--- config.mk ---
export PLATFORM = sky130hd
export DESIGN_NAME = flash_bus_host
export DESIGN_NICKNAME = d
export VERILOG_FILES = /design/src/hdl/addr_packer.v /design/src/hdl/flash_bus_host.v
export VERILOG_INCLUDE_DIRS = /design/src /design/src/hdl
export SDC_FILE = /design/constraint.sdc
export NUM_CORES = 1
export LEC_CHECK = 0
export BUFFER_PORTS_ARGS = -buffer_cell sky130_fd_sc_hd__buf_2
export CAP_MARGIN = 20
export CORE_ASPECT_RATIO = 0.7
export CORE_MARGIN = 3
export CORE_UTILIZATION = 49
export DETAILED_ROUTE_END_ITERATION = 10
export GPL_ROUTABILITY_DRIVEN = 0
export HOLD_SLACK_MARGIN = 0.15
export PLACE_DENSITY = 0.88
export SLEW_MARGIN = 20
export SYNTH_ARGS = -nofsm -noshare
export SYNTH_HDL_FRONTEND = slang
export SYNTH_SLANG_ARGS = --single-unit
--- constraint.sdc ---
create_clock -name core_clk_in -period 3.8 [get_ports core_clk_in]
set_input_delay 1.14 -clock core_clk_in [delete_from_list [all_inputs] [get_ports core_clk_in]]
set_output_delay 1.14 -clock core_clk_in [all_outputs]
set_load 0.005 [all_outputs]
--- src/hdl/flash_bus_defs.vh ---
// constants for the flash bus host controller
// assumes inclusion by bare name from the design files
`ifndef FLASH_BUS_DEFS_VH
`define FLASH_BUS_DEFS_VH

// ---------------------------------------------------------------
// request kinds on the user port
// ---------------------------------------------------------------
`define KIND_CMD 2'h0
`define KIND_ADDR 2'h1
`define KIND_WRITE 2'h2
`define KIND_READ 2'h3

// ---------------------------------------------------------------
// commands accepted by a busy die
// ---------------------------------------------------------------
`define CMD_STATUS 8'h70
`define CMD_STATUS_ENH 8'h78

// ---------------------------------------------------------------
// address cycle layout
// ---------------------------------------------------------------
`define ADDR_CYCLES 3'h5
`define COL_HI_MSB 4
`define COL12_BIT 4
`define PAGE_MSB 5
`define BLOCK_LO_LSB 6

// ---------------------------------------------------------------
// strobe timing (ns) and cycle counts at 50 ns
// ---------------------------------------------------------------
`define CLK_PERIOD_NS 50
`define STROBE_LOW_NS 50
`define STROBE_HIGH_NS 50
`define STROBE_LOW_CYC ((`STROBE_LOW_NS + `CLK_PERIOD_NS - 1) / `CLK_PERIOD_NS)
`define STROBE_HIGH_CYC ((`STROBE_HIGH_NS + `CLK_PERIOD_NS - 1) / `CLK_PERIOD_NS)

`endif

--- src/hdl/addr_packer.v ---
// splits column, page and block fields into five address bytes
// assumes static inputs while the main engine walks the cycles
`timescale 1ns/1ps
`include "flash_bus_defs.vh"

module addr_packer (
    input wire [12:0] column_field_in,
    input wire [5:0] page_field_in,
    input wire [16:0] block_field_in,
    input wire [2:0] index_in,
    output reg [7:0] byte_out
);
    // ---------------------------------------------------------------
    // byte per address cycle
    // ---------------------------------------------------------------
    // column 11..8 forced low whenever column 12 is set
    wire [3:0] col_mid;
    assign col_mid = column_field_in[12] ? 4'h0 : column_field_in[11:8];

    // byte select by cycle index
    always @* begin
        case (index_in)
            // column address bytes
            3'h0: byte_out = column_field_in[7:0];
            // column mid cleared
            3'h1: byte_out = {3'h0, column_field_in[12], col_mid};
            // row address bytes
            3'h2: byte_out = {block_field_in[7:6], page_field_in};
            3'h3: byte_out = block_field_in[15:8];
            3'h4: byte_out = {7'h00, block_field_in[16]};
            default: byte_out = 8'h00;
        endcase
    end
endmodule // addr_packer

--- src/hdl/flash_bus_host.v ---
// host controller driving the asynchronous multiplexed flash bus
// assumes one die per chip enable and bus pins sampled on core_clk_in
// Operation
// device stores address byte from low lines when address latch high
// device stores command byte from low lines when command latch high
// protect strap high at power-up enables block protection
// ready/busy is open-drain active low, low while busy
// five address cycles, first two carry column, second top bits low
// cycles three to five carry page and block bits
// host clears column 11..8 whenever column 12 is set
// commands and addresses use only the lower eight lines
// operation is command, then addresses, then data cycles
// pin levels select standby, command, address, data in or out
// write protect low blocks program and erase
// chip enable high with device idle means standby
// host may release chip enable while device is busy
// command taken on write strobe rise, ce low, cle high
// busy die ignores commands except status reads
// host drives upper lines zero during commands
// data and cache registers combine or split for cache use
// array programmed and read per page, erased per block
// latched address goes to row and column decoders
// device keeps a status register of operation outcome
// address taken on write strobe rise, ale high, cle low
// device drives read data on read strobe falling edge
// data written on write strobe rise with both latches low
// device lines high impedance except during data output
`timescale 1ns/1ps
`include "flash_bus_defs.vh"

module flash_bus_host #(
    parameter BUS_WIDTH = 16
) (
    input wire core_clk_in,
    input wire reset_in,
    input wire clk_en_in,
    // user request port
    input wire req_valid_in,
    output wire req_ready_out,
    input wire [1:0] req_kind_in,
    input wire [7:0] req_cmd_in,
    input wire [BUS_WIDTH-1:0] req_wdata_in,
    input wire [12:0] column_field_in,
    input wire [5:0] page_field_in,
    input wire [16:0] block_field_in,
    input wire protect_en_in,
    input wire release_ce_in,
    output reg rsp_valid_out,
    output reg [BUS_WIDTH-1:0] rsp_rdata_out,
    output reg busy_out,
    // flash pins
    output reg ce_n_out,
    output reg cle_out,
    output reg ale_out,
    output reg we_n_out,
    output reg read_strobe_n_out,
    output reg wp_n_out,
    output reg [BUS_WIDTH-1:0] io_out,
    output reg io_oe_out,
    input wire [BUS_WIDTH-1:0] io_in,
    input wire ready_busy_n_in
);
    // ---------------------------------------------------------------
    // states
    // ---------------------------------------------------------------
    localparam ST_IDLE = 3'h0;
    localparam ST_SETUP = 3'h1;
    localparam ST_LOW = 3'h2;
    localparam ST_HIGH = 3'h3;
    localparam ST_DONE = 3'h4;
    // strobe widths round up to whole clocks, so a slower clock never shortens a strobe
    localparam integer LOW_CYC_I = `STROBE_LOW_CYC;
    localparam integer HIGH_CYC_I = `STROBE_HIGH_CYC;
    // limitation: counts above fifteen would wrap, so strobe times stay short
    localparam [3:0] LOW_CYC = LOW_CYC_I[3:0];
    localparam [3:0] HIGH_CYC = HIGH_CYC_I[3:0];

    reg [2:0] state_ff;
    reg [1:0] kind_ff;
    reg [2:0] addr_idx_ff;
    reg [3:0] cnt_ff;
    reg [7:0] cmd_ff;
    reg [BUS_WIDTH-1:0] wdata_ff;
    reg rb_ff;
    wire [7:0] addr_byte;
    wire is_status_cmd;
    wire accept;

    // ---------------------------------------------------------------
    // address byte generation
    // ---------------------------------------------------------------
    addr_packer u_packer (
        .column_field_in(column_field_in),
        .page_field_in(page_field_in),
        .block_field_in(block_field_in),
        .index_in(addr_idx_ff),
        .byte_out(addr_byte)
    );

    // status reads pass while busy
    assign is_status_cmd = (req_cmd_in == `CMD_STATUS) || (req_cmd_in == `CMD_STATUS_ENH);
    // busy die: only status commands and any read cycle pass, all other requests are refused
    assign req_ready_out = (state_ff == ST_IDLE) && clk_en_in && !reset_in &&
        (rb_ff || (req_kind_in == `KIND_CMD && is_status_cmd) || req_kind_in == `KIND_READ);
    assign accept = req_valid_in && req_ready_out;

    // ---------------------------------------------------------------
    // bus sequencer
    // ---------------------------------------------------------------
    // one strobe per request, address kind walks all five cycles
    always @(posedge core_clk_in) begin
        if (reset_in) begin
            // pins park in standby, write protect low until the target reports ready
            state_ff <= ST_IDLE;
            kind_ff <= `KIND_CMD;
            addr_idx_ff <= 3'h0;
            cnt_ff <= 4'h0;
            cmd_ff <= 8'h00;
            wdata_ff <= {BUS_WIDTH{1'b0}};
            rb_ff <= 1'b0;
            busy_out <= 1'b1;
            rsp_valid_out <= 1'b0;
            rsp_rdata_out <= {BUS_WIDTH{1'b0}};
            ce_n_out <= 1'b1;
            cle_out <= 1'b0;
            ale_out <= 1'b0;
            we_n_out <= 1'b1;
            read_strobe_n_out <= 1'b1;
            wp_n_out <= 1'b0;
            io_out <= {BUS_WIDTH{1'b0}};
            io_oe_out <= 1'b0;
        end else if (clk_en_in) begin
            // busy is one clock late; the refusal at the request port uses this copy
            // busy sampled from open-drain line
            rb_ff <= ready_busy_n_in;
            busy_out <= !ready_busy_n_in;
            rsp_valid_out <= 1'b0;
            // wp moves only while idle and ready, never under a busy target
            // protect tied to request control
            if (state_ff == ST_IDLE && rb_ff) begin
                wp_n_out <= !protect_en_in;
            end
            case (state_ff)
                ST_IDLE: begin
                    // release chip enable between operations
                    if (release_ce_in) begin
                        ce_n_out <= 1'b1;
                    end
                    // command and write data held here, address fields must stay put
                    if (accept) begin
                        kind_ff <= req_kind_in;
                        cmd_ff <= req_cmd_in;
                        wdata_ff <= req_wdata_in;
                        addr_idx_ff <= 3'h0;
                        state_ff <= ST_SETUP;
                    end
                end

                ST_SETUP: begin
                    // latch levels select cycle type
                    ce_n_out <= 1'b0;
                    cle_out <= (kind_ff == `KIND_CMD);
                    ale_out <= (kind_ff == `KIND_ADDR);
                    // host drives lines except on reads
                    io_oe_out <= (kind_ff != `KIND_READ);
                    case (kind_ff)
                        // upper lines zero for command
                        `KIND_CMD: io_out <= {{(BUS_WIDTH-8){1'b0}}, cmd_ff};
                        // address on low lines
                        `KIND_ADDR: io_out <= {{(BUS_WIDTH-8){1'b0}}, addr_byte};
                        `KIND_WRITE: io_out <= wdata_ff;
                        default: io_out <= {BUS_WIDTH{1'b0}};
                    endcase
                    cnt_ff <= LOW_CYC;
                    state_ff <= ST_LOW;
                end

                ST_LOW: begin
                    // strobe low for at least the low time
                    // trade-off: one clock per phase at 20 MHz keeps the counter narrow
                    if (kind_ff == `KIND_READ) begin
                        read_strobe_n_out <= 1'b0;
                    end else begin
                        we_n_out <= 1'b0;
                    end
                    if (cnt_ff <= 4'h1) begin
                        cnt_ff <= HIGH_CYC;
                        state_ff <= ST_HIGH;
                    end else begin
                        cnt_ff <= cnt_ff - 4'h1;
                    end
                end

                ST_HIGH: begin
                    // rising edge latches at device
                    we_n_out <= 1'b1;
                    read_strobe_n_out <= 1'b1;
                    if (kind_ff == `KIND_READ && !read_strobe_n_out) begin
                        // data sampled before the rise
                        // the strobe is still low at this edge, so the die still drives
                        rsp_rdata_out <= io_in;
                    end
                    if (cnt_ff <= 4'h1) begin
                        state_ff <= ST_DONE;
                    end else begin
                        cnt_ff <= cnt_ff - 4'h1;
                    end
                end

                ST_DONE: begin
                    // walk remaining address cycles
                    if (kind_ff == `KIND_ADDR && addr_idx_ff < `ADDR_CYCLES - 3'h1) begin
                        addr_idx_ff <= addr_idx_ff + 3'h1;
                        state_ff <= ST_SETUP;
                    end else begin
                        // lines released so the die may drive the next read
                        cle_out <= 1'b0;
                        ale_out <= 1'b0;
                        io_oe_out <= 1'b0;
                        rsp_valid_out <= 1'b1;
                        state_ff <= ST_IDLE;
                    end
                end

                default: state_ff <= ST_IDLE;
            endcase
        end
    end
endmodule // flash_bus_host

# Word level (Yosys, flattened, before mapping)
# Cells that the tools add are included.
# totals
reg_bits	78
in_bits	85
output_inout_bits	42
elab_cells	107
# op_classes
add_sub_neg	2
n_lt_le_gt_ge	2
eq_ne	24
muxes	26
n_reduce_logical	35
# ops
operator	n
$pmux 16 s3	1
$pmux 8 s5	1
$reduce_and 3->1	7
$ne 2x2->1 const B	10
$eq 8x7->1 const B	2
$mux 3	5
$pmux 3 s5	1
$eq 3x2->1 const B	4
$mux 4	3
$pmux 1 s2	6
$pmux 4 s3	1
$logic_and 1x1->1	8
$reduce_and 4->1	2
$reduce_bool 2->1	4
$mux 1	7
$eq 2x2->1 const B	3
$eq 3x1->1 const B	2
$eq 3x3->1 const B	2
$logic_not 3->1	2
$pmux 3 s2	1
$le 4x1->1 const B	1
$logic_not 1->1	4
$logic_not 2->1	2
$reduce_and 2->1	2
other kinds (6)	8

# Depth between registers and ports, before layout
# Gate-level depths: netlist (run 1).
# logic_depth
depth_word	9
mapped_depth	10
ltp_nobuf	7

# By module
# A second synthesis (run 1) with hierarchy kept.
# unflattened
cells_unflattened	416
area_unflattened_um2	3558.4
# by_module_without_submodules
module	instances	cells_per_inst	area_per_inst_um2	seq_area_each_um2
flash_bus_host	1	381	3281.9	1561.5
addr_packer	1	35	276.5	0.0

# Least setup slack after synthesis (run 1)
# OpenSTA, ideal clock, no wires.
# synth_path
path_kind	in2out
startpoint	input port req_cmd_in[2]
endpoint	output port req_ready_out
arrival_time_ps	2232
required_ps	2660
setup_slack_ps	428
cell_stages	3
n_path_buf	0
cell_sequence	or4b_4 o41ai_4 and3_1
# synth_between
elab_chain_len	6
word_cells_on_any_way	7
cone_classes	eq/ne (2); reduce/logical (5)
# synth_rtl
element	line_no	source
start, declared	flash_bus_host.v:41	input wire [7:0] req_cmd_in,
$eq 8x7->1 (no source line)	-	
$logic_or 1x1->1 *	flash_bus_host.v:101	assign is_status_cmd = (req_cmd_in == `CMD_STATUS) || (req_cmd_in == `CMD_STATUS_ENH);
$logic_and 1x1->1 *	flash_bus_host.v:104	(rb_ff || (req_kind_in == `KIND_CMD && is_status_cmd) || req_kind_in == `KIND_READ);
$logic_or 1x1->1 *	flash_bus_host.v:104	
$logic_or 1x1->1 (no source line) *	-	
$logic_and 1x1->1 *	flash_bus_host.v:103	assign req_ready_out = (state_ff == ST_IDLE) && clk_en_in && !reset_in &&
end, declared	flash_bus_host.v:39	output wire req_ready_out,
# Every way passes the cells marked *; elsewhere a longest branch is shown, timed or not.

# Worst setup path in the final report (run 1)
# Ends and elaborated chain as after synthesis.

==> flow_summary.json, run 1 <==
{
  "place_area_um2": 4120,
  "synth_cells": 400,
  "syn_area_per_cell_um2": 8.69,
  "crit_path_frequent_cell": "buf_2",
  "cp_slowest_cell": "or4b_4",
  "grt_use_total_pct": 22.7,
  "ioPinCount": 127,
  "grt-ovfl-total": 0,
  "vias": 3338,
  "worst_pin_slew_ns": 0.935,
  "critPathCaptureType": "output port",
  "dr.pass1.iters": 4,
  "multi_input_area_um2": 1770,
  "clk_pin_slew_ns": 0.07,
  "fp-row-count": 25,
  "total_power_mw": 1.65,
  "synth_edf_count": 0,
  "postRouteWirelength_mm": 9.10,
  "ys_warn_count": 0,
  "finish.utilization_pct": 63.4,
  "synth_area_um2": 3480,
  "worstSetupPathType": "in2out",
  "dpl.cell_count": 593,
  "grt_pass1_wl_mm": 15.1,
  "outcome": "finished clean",
  "crit_fanout": 2,
  "wl_per_cell_um": 14.9,
  "rsz0062_at_grt": "no",
  "crit_path_start_kind": "primary input",
  "p_per_area_nw_per_um2": 381,
  "die_y_um": 76.5,
  "ctsResizeCount": 0,
  "regArea_um2": 1560,
  "max_freq_ghz": 0.282,
  "drive_gt1_share_pct": 30.9,
  "cts_tree": "done",
  "slew_headroom_pct": 37.1,
  "async_reset_ff_share_pct": 0,
  "htree_levels": 3,
  "critPathRequiredTime_ns": 2.66,
  "hpwl_mm": 6.66,
  "fin_area_um2": 4320,
  "cts_buffers": 9,
  "clockBufferDepth": 2,
  "numClockSinks": 78,
  "final_common_cell": "buf_2",
  "instances_no_fill": 609,
  "clk_latency_ns": 0.34,
  "layout_common_cells": "120 x buf_2, 78 x dfxtp_1, 72 x nand2_1, 41 x a21oi_1, 32 x nor2_1",
  "numPortBuffers": 120,
  "start_util_pct": 51.0,
  "ant_nets": 0,
  "maxCapViolCount": 0,
  "core_um2": 6820,
  "min_path_type": "reg2reg",
  "critPathArrivalTime_ns": 2.41,
  "setup_viol": 0,
  "ys_seq_area_share_pct": 44.9,
  "pre_cts_slack_ns": 0.243,
  "period_share_pct": 93.4,
  "vias_per_cell": 5.48,
  "slew_viol_final": 0,
  "fin_hold_ws_ns": 0.442,
  "syn_to_final_growth_pct": 24.3,
  "hold_buffers": 0,
  "finalHoldViolations": 0,
  "grt_pass1_vias": 3269,
  "p_leak_nw": 1.80,
  "setup_tns_ns": 0,
  "post_cts_buffers": 0,
  "synthFlopType": "dfxtp_1",
  "ys_ff_latch": 78,
  "ir_worst_vdd_mv": 0.213,
  "clock-skew-final_ns": 0.0139,
  "layout_setup_ws_ns": 0.250,
  "die_w_um": 107,
  "root_buffer": "clkbuf_8",
  "post-route-min-period_ns": 3.55,
  "antennaDiodeCount": 0,
  "synth_fp_nets": 492,
  "drc": 0,
  "grt_max_degree": 73,
  "drt_iter0_drc": 282,
  "max_stage_delay_ns": 0.55,
  "path_cells": "buf_2 > or4b_4 > o41ai_4 > and3_1 > buf_2",
  "finalNetCount": 602,
  "fillers": 614,
  "antenna_found_initial": 0,
  "dieArea_um2": 8160,
  "synth_cell_types": 52
}
layout make-up:
type                            count  area share (%)
Clock buffer                       11            3.27
Sequential cell                    78            36.1
Multi-Input combinational cell    288            40.9
Clock inverter                      5            1.36
Timing Repair Buffer              127            15.1
Tap cell                           94            2.72
Inverter                            6           0.521
logic make-up after synthesis:
family	count (synthesis)	share of synthesized area (%)
mux	26	7.49
flops	78	44.9
buf+inv	34	4.43
compound gates	101	20.1
xor+xnor	2	0.504
simple gates	152	20.1
fa+ha+maj	7	2.52
critical path, delay by kind of cell:
family,cells,cell delay [ns]
compound gates,1,0.31
buf+inv,2,0.23
simple gates,2,0.74
path summary, 6_finish.rpt:
| check | from | to | slack, ns | depth (start not counted) |
|---|---|---|---|---|
| max | req_cmd_in[2] | req_ready_out | 0.25 | 5 |
| min | we_n_out$_SDFFE_PP1P_ | we_n_out$_SDFFE_PP1P_ | 0.44 | 2 |
| max reg2reg | addr_idx_ff[2]$_SDFFE_PP0P_ | io_out[5]$_SDFFE_PP0P_ | 1.41 | 6 |
| min reg2reg | we_n_out$_SDFFE_PP1P_ | we_n_out$_SDFFE_PP1P_ | 0.44 | 2 |
sequential cells by signal, indices dropped and copies added (netlist names), 2 cells and up:
signal / cells
cnt_ff: 4
state_ff: 3
addr_idx_ff: 3
rsp_rdata_out: 16
wdata_ff: 16
io_out: 16
kind_ff: 2
cmd_ff: 8
cell usage after synthesis (3+ instances only):
cell	count	area [µm²]
a22o_1	4	35.0
buf_1	4	15.0
nor2b_1	7	43.8
a222oi_1	7	70.1
clkbuf_1	17	63.8
mux2i_1	26	260
inv_1	5	18.8
nor2_1	32	120
nand2_1	72	270
o21ai_0	7	35.0
o22ai_1	7	43.8
ha_1	7	87.6
nand2b_1	3	18.8
a21boi_0	3	22.5
a21oi_2	8	70.1
a22oi_1	5	37.5
nand3_1	15	75.1
a21oi_1	41	205
dfxtp_1	78	1560
nor3_1	4	20.0
and2_1	3	18.8
buf_2	3	15.0
o31ai_1	4	30.0
report_power, final:
part | switching (mW) | internal, mW | total, mW
combinational | 0.0945 | 0.0778 | 0.172
sequential | 0.0189 | 0.834 | 0.852
clock | 0.300 | 0.322 | 0.621
total | 0.413 | 1.23 | 1.65
metal layers:
layer	vias up	GRT usage, %	wire length (µm)
met3	11	7.03	819
met5	-	0	0
met2	145	36.6	4240
li1	1627	-	-
met1	1555	28.9	3920
met4	0	7.28	126
No activity file was read; power rests on OpenSTA's default activity.
==> inputs of run 2 (changes only) <==
--- a/config.mk
+++ b/config.mk
@@ -14,6 +14,7 @@
 export DETAILED_ROUTE_END_ITERATION = 10
 export GPL_ROUTABILITY_DRIVEN = 0
 export HOLD_SLACK_MARGIN = 0.15
+export MAX_ROUTING_LAYER = met4
 export PLACE_DENSITY = 0.88
 export SLEW_MARGIN = 20
 export SYNTH_ARGS = -nofsm -noshare
==> flow_summary.json, run 2 (synthesis gave the netlist of run 1 again) <==
{
  "antennaDiodeCount": 0,
  "syn_to_final_growth_pct": 24.3,
  "wl_per_cell_um": 15.0,
  "seqPwrFrac_pct": 51.8,
  "clkPwrFrac_pct": 37.8,
  "drc": 0,
  "dpl.cell_count": 593,
  "p_leak_nw": 1.80,
  "cts_buffers": 9,
  "clk_latency_ns": 0.35,
  "p_sw_share_pct": 25.1,
  "hold_buffers": 0,
  "grt_use_total_pct": 23.3,
  "cts_tree": "done",
  "dr.pass1.iters": 5,
  "min_to": "we_n_out$_SDFFE_PP1P_",
  "critPathRequiredTime_ns": 2.66,
  "slew_viol_final": 0,
  "maxCapViolCount": 0,
  "setup_tns_ns": 0,
  "ant_nets": 0,
  "ioPinCount": 127,
  "antenna_found_initial": 0,
  "die_y_um": 76.5,
  "period_share_pct": 93.5,
  "setup_viol": 0,
  "r2r_cells": 6,
  "critPathArrivalTime_ns": 2.41,
  "grt_max_degree": 73,
  "numClockSinks": 78,
  "die_w_um": 107,
  "vias_per_cell": 5.49,
  "finalNetCount": 602,
  "r2r-end": "io_out[5]$_SDFFE_PP0P_",
  "crit_path_start_kind": "primary input",
  "max_stage_delay_ns": 0.55,
  "clk_pin_slew_ns": 0.07,
  "r2r_start": "addr_idx_ff[2]$_SDFFE_PP0P_",
  "outcome": "finished clean",
  "hold_start": "we_n_out$_SDFFE_PP1P_",
  "whs_path_depth": 2,
  "root_buffer": "clkbuf_8",
  "slew_headroom_pct": 36.8,
  "max_freq_ghz": 0.282,
  "post-route-min-period_ns": 3.55,
  "postRouteWirelength_mm": 9.14,
  "cp_slowest_cell": "or4b_4",
  "largestRegisters": "io_out (16), rsp_rdata_out (16), wdata_ff (16)",
  "min_path_type": "reg2reg",
  "cp_num_buf_inv": 2,
  "finish.utilization_pct": 63.4,
  "grt_pass1_vias": 3277,
  "rsz0062_at_grt": "no",
  "finalHoldViolations": 0,
  "p_comb_share_pct": 10.5,
  "dieArea_um2": 8160,
  "clockBufferDepth": 2,
  "fillers": 614,
  "core_um2": 6820,
  "worstSetupPathType": "in2out",
  "crit_fanout": 2,
  "total_power_mw": 1.65,
  "grt-ovfl-total": 0,
  "htree_levels": 3,
  "critPathCaptureType": "output port",
  "post_cts_buffers": 0,
  "drive_gt1_share_pct": 30.9,
  "fp-row-count": 25,
  "p_switching_mw": 0.414,
  "vias": 3341,
  "drt_iter0_drc": 244,
  "path_cells": "buf_2 > or4b_4 > o41ai_4 > and3_1 > buf_2",
  "clock-skew-final_ns": 0.0131,
  "p_per_area_nw_per_um2": 381,
  "cp_top_family": "simple AND/OR/NAND/NOR gates",
  "numPortBuffers": 120,
  "worst_pin_slew_ns": 0.940,
  "ctsResizeCount": 0,
  "final_common_cell": "buf_2",
  "grt_pass1_wl_mm": 15.0,
  "rrSetupSlack_ns": 1.40,
  "intPower_mw": 1.23,
  "hpwl_mm": 6.66,
  "crit_path_frequent_cell": "buf_2",
  "start_util_pct": 51.0,
  "instances_no_fill": 609,
  "ir_worst_vdd_mv": 0.213,
  "layout_common_cells": "120 x buf_2, 78 x dfxtp_1, 72 x nand2_1, 41 x a21oi_1, 32 x nor2_1"
}
run 2: area by class of cell:
type / count / area [µm²] / share of cell area (%)
Clock inverter: 5 / 58.8 / 1.36
Inverter: 6 / 22.5 / 0.521
Sequential cell: 78 / 1560 / 36.1
Timing Repair Buffer: 127 / 653 / 15.1
Multi-Input combinational cell: 288 / 1770 / 40.9
Clock buffer: 11 / 141 / 3.27
Tap cell: 94 / 118 / 2.72
run 2: stage by stage:
stage                     hold slack [ns]  area (µm²)  worst slack (ns)
after detailed placement            0.439        4120             0.243
after floorplan                     0.436        3480             0.428
after global placement              0.436        4120             0.238
after global routing                0.472        4320             0.187
final                               0.443        4320             0.248
after CTS                           0.449        4320             0.243
run 2: routing by layer:
metal,wire [µm],share of wire (%),global-route usage [%],up-vias
li1,-,-,-,1626
met1,4060,44,29.0,1547
met2,4200,46,36.6,153
met3,744,8.1,6.86,15
met4,138,1.5,6.90,0
met5,0,0,-,-
run 2: tightest hold or removal path: stages (launching register included):
cell     delay (ns)
dfxtp_1        0.31
nand2_1        0.05
nand2_1        0.04
run 2: power by group through the flow:
stage / clock, mW / combinational [mW] / sequential [mW]
4_1_cts: 0.637 / 0.172 / 0.852
5_1_grt: 0.671 / 0.193 / 0.856
3_3_place_gp: 0 / 0.165 / 0.870
2_1_floorplan: 0 / 0.107 / 0.862
6_report: 0.622 / 0.172 / 0.852
3_5_place_dp: 0 / 0.171 / 0.871
run 2: how the worst max path moves through the flow:
stage	startpoint	endpoint	slack, ns	cells after the start
detailed placement	req_cmd_in[2]	req_ready_out	0.24	5
global route	req_cmd_in[2]	req_ready_out	0.19	5
global placement	req_cmd_in[2]	req_ready_out	0.24	5
floorplan	req_cmd_in[2]	req_ready_out	0.43	3
finish	req_cmd_in[2]	req_ready_out	0.25	5
CTS	req_cmd_in[2]	req_ready_out	0.24	5
